**config.mk**
```make
export PLATFORM = sky130hd
export DESIGN_NAME = sleep_idle_doze_control
export DESIGN_NICKNAME = d
export VERILOG_FILES = /design/src/hw/throttle_strobe.v /design/src/hw/sleep_idle_doze_control.v
export VERILOG_INCLUDE_DIRS = /design/src /design/src/hw
export SDC_FILE = /design/constraint.sdc
export NUM_CORES = 1
export LEC_CHECK = 0
export BUFFER_PORTS_ARGS = -buffer_cell sky130_fd_sc_hd__buf_2
export CORE_MARGIN = 4
export CORE_UTILIZATION = 35
export CTS_BUF_LIST = sky130_fd_sc_hd__clkbuf_8
export CTS_CLUSTER_SIZE = 20
export DETAILED_ROUTE_END_ITERATION = 10
export SYNTH_ARGS = -nofsm -noshare
export SYNTH_HDL_FRONTEND = slang
export SYNTH_SLANG_ARGS = --single-unit
```
**constraint.sdc**
```tcl
create_clock -name SYS_CLK_IN -period 2.6 [get_ports SYS_CLK_IN]
set_input_delay 0.65 -clock SYS_CLK_IN [delete_from_list [all_inputs] [get_ports SYS_CLK_IN]]
set_output_delay 0.65 -clock SYS_CLK_IN [all_outputs]
set_load 0.01 [all_outputs]
```
**src/hw/sleep_ctrl_defines.vh**
```
`ifndef SLEEP_CTRL_DEFINES_VH
`define SLEEP_CTRL_DEFINES_VH
// register offsets (plain port, byte addresses)
`define ADDR_VREG        4'h0
`define ADDR_THROTTLE    4'h1
`define ADDR_PWRSTAT     4'h2
`define ADDR_IRQ_STATUS  4'h3
`define ADDR_IRQ_MASK    4'h4
// regulator control fields
`define VREG_POWER_BIT   1
`define VREG_FIXED_BIT   0
`define VREG_RESET       8'h01
// throttle/idle control fields
`define THR_IDLE_BIT     7
`define THR_EN_BIT       6
`define THR_ROI_BIT      5
`define THR_DOE_BIT      4
`define THR_RATIO_HI     2
`define THR_RATIO_LO     0
`define THR_RESET        8'h00
// power status fields
`define STAT_TO_BIT      1
`define STAT_PD_BIT      0
// interrupt status bits
`define IRQ_WAKE_BIT     0
`define IRQ_NOP_BIT      1
`define IRQ_WDT_BIT      2
`define IRQ_WIDTH        3
// timing
`define OST_OSC_PERIODS  16'h0400
`define REG_SETTLE_NS    1000
`define CLK_PERIOD_NS    10
// clock modes
`define CLKMODE_CRYSTAL  2'h0
`define CLKMODE_EXT      2'h1
`define CLKMODE_INTERNAL_OSCILLATOR_MODE   2'h2
// vector
`define IRQ_VECTOR       16'h0004
`endif

```
**src/hw/throttle_strobe.v**
```verilog
`timescale 1ns/1ns
`include "sleep_ctrl_defines.vh"
module throttle_strobe (
  // clock and reset
  input  wire       clk_in,
  input  wire       rst_n_in,
  // control
  input  wire       periph_tick_in,
  input  wire       active_in,
  input  wire [2:0] ratio_in,
  // result
  output reg        cpu_enable_out
);
  reg  [7:0] count_reg;
  reg        active_d_reg;
  wire [7:0] last_count;

  // modulo 2^(ratio+1)
  assign last_count = (8'h02 << ratio_in) - 8'h01;

  always @(posedge clk_in or negedge rst_n_in) begin
    if (!rst_n_in) begin
      count_reg      <= 8'h00;
      active_d_reg   <= 1'b0;
      cpu_enable_out <= 1'b0;
    end else begin
      active_d_reg <= active_in;
      if (active_in != active_d_reg) begin
        count_reg <= 8'h00;
      end else if (periph_tick_in) begin
        count_reg <= (count_reg >= last_count) ? 8'h00 : count_reg + 8'h01;
      end
      // one cycle of N, rest idle
      cpu_enable_out <= periph_tick_in & (!active_in | (count_reg == 8'h00));
    end
  end
endmodule // throttle_strobe

```
**src/hw/sleep_idle_doze_control.v**
```verilog
`timescale 1ns/1ns
`include "sleep_ctrl_defines.vh"
// Function
// - masked pending irq before sleep makes sleep a no-op, flags and watchdog untouched.
// - irq during/after sleep completes sleep, wakes, clears watchdog, sets TO, clears PD.
// - crystal mode wake waits 1024 oscillator periods; external and internal clock skip it.
// - interrupt wake with global enable vectors to 0004h, otherwise continues after sleep.
// - regulator low-power select lowers regulator in sleep and adds wake settle delay.
// - regulator control bit 0 reads one; software keeps it set.
// - idle select stops only cpu clock on sleep; else full sleep stops clocks.
// - throttle enable runs cpu at throttle ratio rate; clear means full speed.
// - recover-on-irq clears throttle enable on interrupt entry.
// - throttle-on-return sets throttle enable on return-from-interrupt.
// - ratio code n gives one cpu cycle per 2^(n+1) peripheral cycles.
// - debug forces full speed without changing stored throttle enable.
// - throttled cpu runs one cycle then idles N-1; peripherals keep running.
// - any interrupt ends idle even with global enable clear; idle select kept.
// - watchdog timeout in idle wakes, not resets; throttle enable untouched.
module sleep_idle_doze_control #(
  parameter OST_CYCLES    = `OST_OSC_PERIODS,
  parameter SETTLE_CYCLES = (`REG_SETTLE_NS + `CLK_PERIOD_NS - 1) / `CLK_PERIOD_NS
) (
  // clock and reset
  input  wire        SYS_CLK_IN,
  input  wire        RESET_N_IN,
  input  wire        POR_BOR_IN,
  // cpu core
  input  wire        PERIPH_TICK_IN,
  input  wire        SLEEP_EXEC_IN,
  input  wire        IRQ_ENTRY_IN,
  input  wire        RETURN_FROM_IRQ_IN,
  input  wire        GLOBAL_IRQ_ENABLE_IN,
  input  wire        IRQ_PENDING_IN,
  input  wire        IN_CIRCUIT_DEBUG_IN,
  input  wire [1:0]  CLOCK_MODE_IN,
  input  wire        OSC_TICK_IN,
  // watchdog
  input  wire        WDT_TIMEOUT_IN,
  output reg         WDT_CLEAR_OUT,
  // register port
  input  wire [3:0]  ADDR_IN,
  input  wire [7:0]  WDATA_IN,
  input  wire        WR_IN,
  input  wire        RD_IN,
  output reg  [7:0]  RDATA_OUT,
  // power state
  output wire        CPU_ENABLE_OUT,
  output reg         CPU_CLOCK_STOP_OUT,
  output reg         SYS_CLOCK_STOP_OUT,
  output reg         REG_LOW_POWER_OUT,
  output reg         VECTOR_TAKE_OUT,
  output reg  [15:0] VECTOR_ADDR_OUT,
  output reg         TIMEOUT_FLAG_OUT,
  output reg         POWERDOWN_FLAG_OUT,
  output wire        IRQ_OUT
);
  localparam ST_RUN   = 3'h0;
  localparam ST_SLEEP = 3'h1;
  localparam ST_IDLE  = 3'h2;
  localparam ST_OST   = 3'h3;
  localparam ST_SETTL = 3'h4;

  reg        rst_s1_reg;
  reg        rst_s2_reg;
  wire       rst_n;
  reg        por_s1_reg;
  reg        por_s2_reg;
  reg  [2:0] state_reg;
  reg  [2:0] state_next;
  reg        regulator_sleep_power_select_reg;
  reg        idle_on_sleep_select_reg;
  reg        throttle_enable_reg;
  reg        recover_on_irq_reg;
  reg        throttle_on_return_reg;
  reg  [2:0] throttle_ratio_reg;
  reg  [`IRQ_WIDTH-1:0] irq_status_reg;
  reg  [`IRQ_WIDTH-1:0] irq_mask_reg;
  reg  [`IRQ_WIDTH-1:0] irq_set;
  reg  [15:0] wait_count_reg;
  reg        wake_irq_reg;
  reg        go_wake;
  reg        go_nop;
  wire       throttle_active;
  wire       wr_vreg;
  wire       wr_throttle;
  wire       wr_status;
  wire       wr_mask;

  // reset release through two flops
  always @(posedge SYS_CLK_IN or negedge RESET_N_IN) begin
    if (!RESET_N_IN) begin
      rst_s1_reg <= 1'b0;
      rst_s2_reg <= 1'b0;
    end else begin
      rst_s1_reg <= 1'b1;
      rst_s2_reg <= rst_s1_reg;
    end
  end
  assign rst_n = rst_s2_reg;

  // no reset here: the strap must be seen while reset is still held
  always @(posedge SYS_CLK_IN) begin
    por_s1_reg <= POR_BOR_IN;
    por_s2_reg <= por_s1_reg;
  end

  // debug override leaves stored enable alone
  assign throttle_active = throttle_enable_reg & ~IN_CIRCUIT_DEBUG_IN;

  // one strobe-and-address match shared by every register write
  function wr_hit;
    input [3:0] addr;
    input [3:0] target;
    input       strobe;
    begin
      wr_hit = strobe & (addr == target);
    end
  endfunction

  assign wr_vreg     = wr_hit(ADDR_IN, `ADDR_VREG, WR_IN);
  assign wr_throttle = wr_hit(ADDR_IN, `ADDR_THROTTLE, WR_IN);
  assign wr_status   = wr_hit(ADDR_IN, `ADDR_IRQ_STATUS, WR_IN);
  assign wr_mask     = wr_hit(ADDR_IN, `ADDR_IRQ_MASK, WR_IN);

  throttle_strobe u_strobe (
    .clk_in         (SYS_CLK_IN),
    .rst_n_in       (rst_n),
    .periph_tick_in (PERIPH_TICK_IN & (state_reg == ST_RUN)),
    .active_in      (throttle_active),
    .ratio_in       (throttle_ratio_reg),
    .cpu_enable_out (CPU_ENABLE_OUT)
  );

  function [2:0] wake_target;
    input       crystal;
    input       low_power;
    begin
      if (crystal)
        wake_target = ST_OST;
      else if (low_power)
        wake_target = ST_SETTL;
      else
        wake_target = ST_RUN;
    end
  endfunction

  always @* begin
    state_next = state_reg;
    go_wake    = 1'b0;
    go_nop     = 1'b0;
    case (state_reg)
      ST_RUN: begin
        if (SLEEP_EXEC_IN) begin
          if (IRQ_PENDING_IN && !GLOBAL_IRQ_ENABLE_IN) begin
            go_nop = 1'b1;
          end else if (idle_on_sleep_select_reg) begin
            state_next = ST_IDLE;
          end else begin
            state_next = ST_SLEEP;
          end
        end
      end
      ST_SLEEP: begin
        if (IRQ_PENDING_IN || WDT_TIMEOUT_IN) begin
          go_wake    = 1'b1;
          state_next = wake_target(CLOCK_MODE_IN == `CLKMODE_CRYSTAL, regulator_sleep_power_select_reg);
        end
      end
      ST_IDLE: begin
        // clocks keep running so no start-up wait
        if (IRQ_PENDING_IN || WDT_TIMEOUT_IN) begin
          go_wake    = 1'b1;
          state_next = ST_RUN;
        end
      end
      ST_OST: begin
        if (wait_count_reg == 16'h0000)
          state_next = regulator_sleep_power_select_reg ? ST_SETTL : ST_RUN;
      end
      ST_SETTL: begin
        if (wait_count_reg == 16'h0000)
          state_next = ST_RUN;
      end
      default: state_next = ST_RUN;
    endcase
  end

  always @* begin
    irq_set = {`IRQ_WIDTH{1'b0}};
    irq_set[`IRQ_WAKE_BIT] = go_wake;
    irq_set[`IRQ_NOP_BIT]  = go_nop;
    irq_set[`IRQ_WDT_BIT]  = go_wake & WDT_TIMEOUT_IN & ~IRQ_PENDING_IN;
  end

  always @(posedge SYS_CLK_IN or negedge rst_n) begin
    if (!rst_n) begin
      state_reg          <= ST_RUN;
      wait_count_reg     <= 16'h0000;
      wake_irq_reg       <= 1'b0;
      WDT_CLEAR_OUT      <= 1'b0;
      CPU_CLOCK_STOP_OUT <= 1'b0;
      SYS_CLOCK_STOP_OUT <= 1'b0;
      REG_LOW_POWER_OUT  <= 1'b0;
      VECTOR_TAKE_OUT    <= 1'b0;
      VECTOR_ADDR_OUT    <= 16'h0000;
      TIMEOUT_FLAG_OUT   <= 1'b1;
      POWERDOWN_FLAG_OUT <= 1'b1;
    end else begin
      state_reg       <= state_next;
      VECTOR_TAKE_OUT <= 1'b0;
      WDT_CLEAR_OUT   <= 1'b0;
      if (state_reg == ST_RUN && SLEEP_EXEC_IN && !go_nop) begin
        WDT_CLEAR_OUT      <= 1'b1;
        TIMEOUT_FLAG_OUT   <= 1'b1;
        POWERDOWN_FLAG_OUT <= 1'b0;
      end
      if (go_wake) begin
        WDT_CLEAR_OUT <= 1'b1;
        wake_irq_reg  <= IRQ_PENDING_IN;
        if (!IRQ_PENDING_IN)
          TIMEOUT_FLAG_OUT <= 1'b0;
      end
      // watchdog held clear while the oscillator starts
      if (state_reg == ST_OST)
        WDT_CLEAR_OUT <= 1'b1;
      if (state_next == ST_OST && state_reg != ST_OST)
        wait_count_reg <= OST_CYCLES[15:0];
      else if (state_next == ST_SETTL && state_reg != ST_SETTL)
        wait_count_reg <= SETTLE_CYCLES[15:0];
      else if (state_reg == ST_OST && OSC_TICK_IN && wait_count_reg != 16'h0000)
        wait_count_reg <= wait_count_reg - 16'h0001;
      else if (state_reg == ST_SETTL && wait_count_reg != 16'h0000)
        wait_count_reg <= wait_count_reg - 16'h0001;
      if (state_reg != ST_RUN && state_next == ST_RUN && (go_wake ? IRQ_PENDING_IN : wake_irq_reg)) begin
        VECTOR_TAKE_OUT <= GLOBAL_IRQ_ENABLE_IN;
        VECTOR_ADDR_OUT <= `IRQ_VECTOR;
      end
      CPU_CLOCK_STOP_OUT <= (state_next != ST_RUN);
      SYS_CLOCK_STOP_OUT <= (state_next == ST_SLEEP);
      REG_LOW_POWER_OUT  <= (state_next == ST_SLEEP) & regulator_sleep_power_select_reg;
    end
  end

  // control registers
  always @(posedge SYS_CLK_IN or negedge rst_n) begin
    if (!rst_n) begin
      regulator_sleep_power_select_reg <= 1'b0;
      throttle_enable_reg    <= 1'b0;
      recover_on_irq_reg     <= 1'b0;
      throttle_on_return_reg <= 1'b0;
      throttle_ratio_reg     <= 3'h0;
      irq_status_reg         <= {`IRQ_WIDTH{1'b0}};
      irq_mask_reg           <= {`IRQ_WIDTH{1'b0}};
    end else begin
      if (wr_vreg)
        regulator_sleep_power_select_reg <= WDATA_IN[`VREG_POWER_BIT];
      if (wr_throttle) begin
        throttle_enable_reg    <= WDATA_IN[`THR_EN_BIT];
        recover_on_irq_reg     <= WDATA_IN[`THR_ROI_BIT];
        throttle_on_return_reg <= WDATA_IN[`THR_DOE_BIT];
        throttle_ratio_reg     <= WDATA_IN[`THR_RATIO_HI:`THR_RATIO_LO];
      end
      // hardware changes win over a same-cycle write
      if (IRQ_ENTRY_IN && recover_on_irq_reg)
        throttle_enable_reg <= 1'b0;
      else if (RETURN_FROM_IRQ_IN && throttle_on_return_reg)
        throttle_enable_reg <= 1'b1;
      if (wr_mask)
        irq_mask_reg <= WDATA_IN[`IRQ_WIDTH-1:0];
      if (wr_status)
        irq_status_reg <= (irq_status_reg & ~WDATA_IN[`IRQ_WIDTH-1:0]) | irq_set;
      else
        irq_status_reg <= irq_status_reg | irq_set;
    end
  end

  // idle select survives all but power-on/brown-out
  always @(posedge SYS_CLK_IN) begin
    if (!rst_n && por_s2_reg)
      idle_on_sleep_select_reg <= 1'b0;
    else if (rst_n && wr_throttle)
      idle_on_sleep_select_reg <= WDATA_IN[`THR_IDLE_BIT];
  end

  assign IRQ_OUT = |(irq_status_reg & irq_mask_reg);

  always @(posedge SYS_CLK_IN or negedge rst_n) begin
    if (!rst_n) begin
      RDATA_OUT <= 8'h00;
    end else if (RD_IN) begin
      case (ADDR_IN)
        `ADDR_VREG:       RDATA_OUT <= {6'h00, regulator_sleep_power_select_reg, 1'b1};
        `ADDR_THROTTLE:   RDATA_OUT <= {idle_on_sleep_select_reg, throttle_enable_reg, recover_on_irq_reg,
                                        throttle_on_return_reg, 1'b0, throttle_ratio_reg};
        `ADDR_PWRSTAT:    RDATA_OUT <= {6'h00, TIMEOUT_FLAG_OUT, POWERDOWN_FLAG_OUT};
        `ADDR_IRQ_STATUS: RDATA_OUT <= {5'h00, irq_status_reg};
        `ADDR_IRQ_MASK:   RDATA_OUT <= {5'h00, irq_mask_reg};
        default:          RDATA_OUT <= 8'h00;
      endcase
    end else begin
      RDATA_OUT <= 8'h00;
    end
  end
endmodule // sleep_idle_doze_control

```
# Yosys cells after proc, flatten, opt, wreduce, memory -nomap -nowiden
# Index checks and enable logic that the tools add are counted.
[classes] n_addsub=3 n_eq_ne=14 shift=1 reduce_logical=33 n_mux=36 n_bitwise=18 magnitude_cmp=1
[ops] cell="16-bit 2-to-1 mux" n=4
[ops] cell="8-bit one-hot mux with 5 select lines" n=1
[ops] cell="8-bit 2-to-1 mux" n=4
[ops] cell="3-bit 2-to-1 mux" n=9
[ops] cell="16-bit logical NOT" n=1
[ops] cell="1-bit 2-to-1 mux" n=16
[ops] cell="16-bit nonzero test" n=1
[ops] cell="16-bit by 1-bit subtractor with 16-bit output, second input constant" n=1
[ops] cell="3-bit one-hot mux with 5 select lines" n=1
[ops] cell="1-bit logical AND" n=14
[ops] cell="1-bit AND" n=10
[ops] cell="3-bit by 2-bit == test with 1-bit output, second input constant" n=3
[ops] cell="3-bit nonzero test" n=3
[ops] cell="8-bit by 1-bit adder with 8-bit output, second input constant" n=1
[ops] cell="4-bit by 2-bit == test with 1-bit output, second input constant" n=2
[ops] cell="8-bit >= comparator" n=1
[ops] cell="8-bit logical NOT" n=1
[ops] cell="2-bit by 3-bit left shift with 8-bit output, first input constant" n=1
[ops] cell="8-bit by 1-bit subtractor with 8-bit output, second input constant" n=1
[ops] cell="3-bit AND" n=2
[ops] cell="3-bit by 1-bit == test with 1-bit output, second input constant" n=2
[ops] cell="3-bit == test, second input constant" n=2
[ops] cell="3-bit logical NOT" n=2
[ops] cell="3-bit bitwise OR" n=2
[ops] cell="17 further kinds" n=21
[word_totals] elab_cells=133 out_inout_bits=33 ff_bits=64 in_bits=28

# Depth between registers and ports, before layout
[depth] ltp_word=10 mapped_depth=8 ltp_nobuf=7

# Modules after synthesis
# From an unflattened synthesis, not the netlist that was laid out.
[hier_totals] hier_cells=373 area_unflattened_um2=3548.4
[modules_own_cells] module="sleep_idle_doze_control" instances=1 cells_each=281 area_each_um2=2737.6 seq_area_each_um2=1313.8
[modules_own_cells] module="throttle_strobe" instances=1 cells_each=92 area_each_um2=810.8 seq_area_each_um2=250.2

# Worst setup path before layout
# No wires, ideal clock.
[synth_timing] path_type="register to register" start="reg rst_s2_reg, in the netlist rst_n" end="reg idle_on_sleep_select_reg" slack_ps=460 setup_ps=121 required_ps=2479 n_path_buf=0 period_less_slack_ps=2140 path_stages_with_launch=3 arrival_time_ps=2019 path_cell_list="dfrtp_1 -> mux2i_1 -> a32o_1"
[synth_via] elab_chain_cells=2 elab_cells_between_ends=3 cone_classes="3 x reduce/logical"
[synth_lines] item="from (decl)" line_no="sleep_idle_doze_control.v:64" source="reg rst_s2_reg;"
[synth_lines] item="from (signal assigned)" line_no="sleep_idle_doze_control.v:96" source="rst_s2_reg <= rst_s1_reg;"
[synth_lines] item="1-bit logical NOT (no line)"
[synth_lines] item="1-bit logical AND" line_no="sleep_idle_doze_control.v:279" source="if (!rst_n && por_s2_reg)"
[synth_lines] item="to (signal assigned)" line_no="sleep_idle_doze_control.v:282" source="idle_on_sleep_select_reg <= WDATA_IN[`THR_IDLE_BIT];"
[synth_lines] item="to (decl)" line_no="sleep_idle_doze_control.v:71" source="reg idle_on_sleep_select_reg;"
# Several ways; a longest one is shown, not always the timed one.
# A chain may end at the register's enable or synchronous reset.

# Worst setup path in the final report
[layout_timing] start="reg throttle_ratio_reg[1]" end="reg u_strobe.count_reg[0]"
[layout_via] elab_chain_cells=6
[layout_lines] item="from (decl)" line_no="sleep_idle_doze_control.v:75" source="reg [2:0] throttle_ratio_reg;"
[layout_lines] item="from (signal assigned)" line_no="sleep_idle_doze_control.v:261" source="throttle_ratio_reg <= WDATA_IN[`THR_RATIO_HI:`THR_RATIO_LO];"
[layout_lines] item="2-bit by 3-bit left shift with 8-bit output" line_no="throttle_strobe.v:19" source="assign last_count = (8'h02 << ratio_in) - 8'h01;"
[layout_lines] item="8-bit by 1-bit subtractor with 8-bit output" line_no="throttle_strobe.v:19"
[layout_lines] item="8-bit >= comparator" line_no="throttle_strobe.v:31" source="count_reg <= (count_reg >= last_count) ? 8'h00 : count_reg + 8'h01;"
[layout_lines] item="8-bit 2-to-1 mux" line_no="throttle_strobe.v:31"
[layout_lines] item="8-bit 2-to-1 mux" line_no="throttle_strobe.v:30" source="end else if (periph_tick_in) begin"
[layout_lines] item="8-bit 2-to-1 mux" line_no="throttle_strobe.v:28" source="if (active_in != active_d_reg) begin"
[layout_lines] item="to (signal assigned)" line_no="throttle_strobe.v:31"
[layout_lines] item="to (decl)" line_no="throttle_strobe.v:14" source="reg [7:0] count_reg;"
# Every way passes these cells. The select of a mux whose other input is x is not followed.

==> impl_summary.log <==
INFO  metric timing.rr.end = u_strobe.count_reg[0]$_DFFE_PN0P_
INFO  metric top_level_ports = 61
INFO  metric cts_max_level = 3
INFO  metric count_of_mapped_cells_out_of_synthesis = roughly 340
INFO  metric startpoint_type = flop
INFO  metric timing_worst_setup_path_type = flop to flop
INFO  metric min_period_over_period = 0.843
INFO  metric routabilityCongestion = 0.832
INFO  metric min_path_type = primary input to async pin
INFO  metric clock_root_cell = sky130_fd_sc_hd__clkbuf_8
INFO  metric netlist_area_before_placement = ~3400 um^2
INFO  metric setup-violations-final = 0
INFO  metric yosys_register_bits = 63
INFO  metric routed-via-count = roughly 2600
INFO  metric wire_length_of_the_first_global_routing_pass = between 10000 and 15000 um
INFO  metric drt_first_pass_iters = 5
INFO  metric maximum_number_of_buffers_from_clock_root_to_sink = 2
INFO  metric flow.area_growth_from_synthesis = 14.9%
INFO  metric synth-warning-count = 0
INFO  metric clk_latency = 0.34 ns
INFO  metric n_fill_cell = between 900 and 1000
INFO  metric flip_flop_cell_with_the_highest_count_after_synthesis = sky130_fd_sc_hd__dfrtp_1
INFO  metric post_detailed_placement_half_perimeter_wirelength = around 5400 um
INFO  metric dieHeight = about 110 um
INFO  metric fin_cells = ~520
INFO  metric numPlacedInstances = around 500
INFO  metric cts_tree = yes
INFO  metric grt_overflow = 0
INFO  metric drc_errors = 0
INFO  metric antenna_found_initial = 0
INFO  metric tns = 0 ns
INFO  metric delay_of_the_slowest_critical_path_stage = 0.47 ns
INFO  metric globalRouteTotalUtil = 0.131
INFO  metric number_of_synthesized_flops_with_an_enable_pin = 0
INFO  metric worst_setup_path_startpoint = throttle_ratio_reg[1]$_DFFE_PN0P_
INFO  metric path_delay_family = simple AND/OR/NAND/NOR gates
INFO  metric critPathMaxFanout = 8
INFO  metric slowest_stage = sky130_fd_sc_hd__dfrtp_1
INFO  metric max-slew-margin-rel = 0.658
INFO  metric initial_utilization = 0.364
INFO  metric worst-r2r-setup-slack = between 0.4 and 0.5 ns
INFO  metric ctsHoldBuffers = 0
INFO  metric crit_buf_inv = 0
INFO  metric floorplan.die.width = 107 um
INFO  metric synth_area_per_cell = 10.1 um^2
INFO  metric design.die.area = roughly 11000 um^2
INFO  metric rsz_0062_raised_after_global_routing = false
INFO  metric power_leakage = 1.86 nW
INFO  metric cts-buffers-inserted = 9
INFO  metric cts_resized = 0
INFO  metric critPathCaptureType = flop
INFO  metric detail_route_antenna_nets = 0
INFO  metric worst-slew-pin-transition = about 0.5 ns
INFO  metric vias_per_cell = 5.03
INFO  metric iteration_0_drc_count_of_the_detailed_router = between 80 and 90
INFO  metric most_frequent_standard_cell_in_the_layout_excluding_fill_and_tap_cells = sky130_fd_sc_hd__dfrtp_1
INFO  metric asyncSetResetFlopFracSynth = 0.952
INFO  metric status = completed
INFO  metric fin_crit = between 2 and 2.5 ns
INFO  metric worstPathCellList = nor3_1 -> ha_1 -> a211oi_1 -> o21a_1 -> o211ai_1 -> nor2_1 -> mux2_2
INFO  metric total_wirelength_of_the_detailed_routed_design = about 7300 um
INFO  metric path_clk_slew = roughly 0.070 ns
INFO  metric post_route_cells_drive_above_1_share = 0.213
INFO  metric commonest_cells_after_routing_fill_and_taps_aside = sky130_fd_sc_hd__dfrtp_1 (57), sky130_fd_sc_hd__buf_2 (43), sky130_fd_sc_hd__nor2_1 (30), sky130_fd_sc_hd__nand2_1 (27), sky130_fd_sc_hd__conb_1 (17)
INFO  metric postCtsSetupBuffers = 0
INFO  metric first_global_vias = around 2500
INFO  metric achievable-frequency = about 460 MHz
INFO  metric row_count = 35
INFO  metric average_detailed_routed_wire_length_per_instance = roughly 14 um
INFO  metric antenna_cells = 0
INFO  metric power_density = approximately 930 nW/um^2
INFO  metric worst_r2r_startpoint = throttle_ratio_reg[1]$_DFFE_PN0P_
INFO  metric critical_path_arrival = roughly 2.5 ns
INFO  metric port_buffers = 43
INFO  metric max_cap_violations = 0
INFO  metric numClockSinks = 63
INFO  metric grt_start_max_net_pins = 42
INFO  metric largest_register_ffs = 16
INFO  metric final.setup_skew = approximately 0.0084 ns
INFO  metric core_area = between 9000 and 10000 um^2
INFO  metric final_max_slew_viol_count = 0
INFO  metric fin_nets = 422
INFO  metric ys_seq_area_frac = 0.460
INFO  metric ir_drop = about 0.32 mV
INFO  metric cp_data_required_time = between 2 and 3 ns
INFO  metric worst-r2r-cell-count = 7
INFO  metric hold_violations = 0
INFO  metric yosys.cell_types.count = 63
[layer usage]
| metal | up-vias | wire, um | GRT usage | part of all wire |
|---|---|---|---|---|
| met5 | - | 0 | 0 | 0 |
| met4 | 0 | 106 | 0.0630 | 0.014 |
| met3 | 9 | 363 | 0.0261 | 0.050 |
| met2 | 59 | 3540 | 0.201 | 0.48 |
| met1 | 1271 | 3320 | 0.178 | 0.45 |
| li1 | 1268 | - | - | - |
[synthesized netlist by cell type (2+ instances only)]
master	count	area share
sky130_fd_sc_hd__o21ai_0	12	0.018
sky130_fd_sc_hd__mux2i_1	4	0.012
sky130_fd_sc_hd__xnor2_1	5	0.013
sky130_fd_sc_hd__nand3b_1	5	0.011
sky130_fd_sc_hd__buf_4	18	0.040
sky130_fd_sc_hd__buf_6	2	0.0066
sky130_fd_sc_hd__o21a_1	4	0.0088
sky130_fd_sc_hd__buf_2	5	0.0074
sky130_fd_sc_hd__a211oi_1	4	0.0088
sky130_fd_sc_hd__dfxtp_1	3	0.018
sky130_fd_sc_hd__nor2_1	30	0.033
sky130_fd_sc_hd__dfstp_2	2	0.015
sky130_fd_sc_hd__a41oi_1	2	0.0052
sky130_fd_sc_hd__clkbuf_1	2	0.0022
sky130_fd_sc_hd__and4b_1	2	0.0059
sky130_fd_sc_hd__nand4_1	6	0.011
sky130_fd_sc_hd__o211ai_1	3	0.0066
sky130_fd_sc_hd__a21oi_1	12	0.018
sky130_fd_sc_hd__dfrtp_1	58	0.43
sky130_fd_sc_hd__or3_1	2	0.0037
sky130_fd_sc_hd__nor2b_1	9	0.017
sky130_fd_sc_hd__nand2b_1	2	0.0037
sky130_fd_sc_hd__ha_1	10	0.037
sky130_fd_sc_hd__nand3_1	6	0.0088
sky130_fd_sc_hd__nor3_1	10	0.015
sky130_fd_sc_hd__xor2_1	7	0.018
sky130_fd_sc_hd__nand2_1	27	0.030
sky130_fd_sc_hd__conb_1	2	0.0022
sky130_fd_sc_hd__and2_1	9	0.017
sky130_fd_sc_hd__mux2_2	10	0.033
sky130_fd_sc_hd__o22a_1	3	0.0077
sky130_fd_sc_hd__o211a_1	2	0.0059
sky130_fd_sc_hd__and3_1	5	0.0092
sky130_fd_sc_hd__o31ai_1	2	0.0044
sky130_fd_sc_hd__o22ai_1	2	0.0037
sky130_fd_sc_hd__a22o_1	8	0.021
sky130_fd_sc_hd__inv_1	12	0.013
sky130_fd_sc_hd__nor4_1	4	0.0074
sky130_fd_sc_hd__nor4b_1	2	0.0052
[worst reg2reg max path, cell delays in order (launching register included)]
cell and delay [ns]:
sky130_fd_sc_hd__dfrtp_1 0.47, sky130_fd_sc_hd__nor3_1 0.22, sky130_fd_sc_hd__ha_1 0.27, sky130_fd_sc_hd__a211oi_1 0.25
sky130_fd_sc_hd__o21a_1 0.16, sky130_fd_sc_hd__o211ai_1 0.10, sky130_fd_sc_hd__nor2_1 0.41, sky130_fd_sc_hd__mux2_2 0.25
[through the flow]
step	setup WS, ns	hold WS, ns	total power, mW	utilization	instance area, um^2
after floorplan	0.460	0.310	2.39	-	3460
after global placement	0.445	0.229	2.67	0.395	3680
after detailed placement	0.435	0.237	2.70	0.395	3680
after CTS	0.416	0.0729	3.67	0.419	3910
after global routing	0.269	0.0775	3.91	0.419	3910
final	0.409	0.0908	3.64	0.419	3910
[area by class of cell]
type / instances / area (um^2) / area share
multi-input combinational: 250 / 1660 / 0.424
clock buffer: 11 / 151 / 0.0388
timing repair buffer: 48 / 253 / 0.0647
clock inverter: 5 / 72.6 / 0.0186
sequential: 63 / 1570 / 0.401
tap: 129 / 161 / 0.0413
inverter: 12 / 45.0 / 0.0115
[logic make-up after synthesis]
group	synth area share
buffers and inverters	0.0692
AOI/OAI and AO/OA	0.135
other	0.00221
adders and majority gates	0.0397
muxes	0.0449
xor gates and xnor gates	0.0309
and+or+nand+nor	0.218
DFF	0.460
[how the worst max path moves through the flow]
stage	cells after the start	endpoint	slack, ns
after floorplan	2	idle_on_sleep_select_reg$_SDFFE_PP0P_	0.46
after global placement	6	CPU_CLOCK_STOP_OUT$_DFF_PN0_	0.45
after detailed placement	7	u_strobe.count_reg[0]$_DFFE_PN0P_	0.43
after CTS	7	u_strobe.count_reg[0]$_DFFE_PN0P_	0.42
after global routing	7	u_strobe.count_reg[0]$_DFFE_PN0P_	0.27
final	7	u_strobe.count_reg[0]$_DFFE_PN0P_	0.41
[power by group]
group          internal (mW)  switching [mW]
clock network          0.584           0.368
registers               1.23           0.292
logic                  0.526           0.636
total                   2.34            1.29
(Power assumes the default switching activity.)
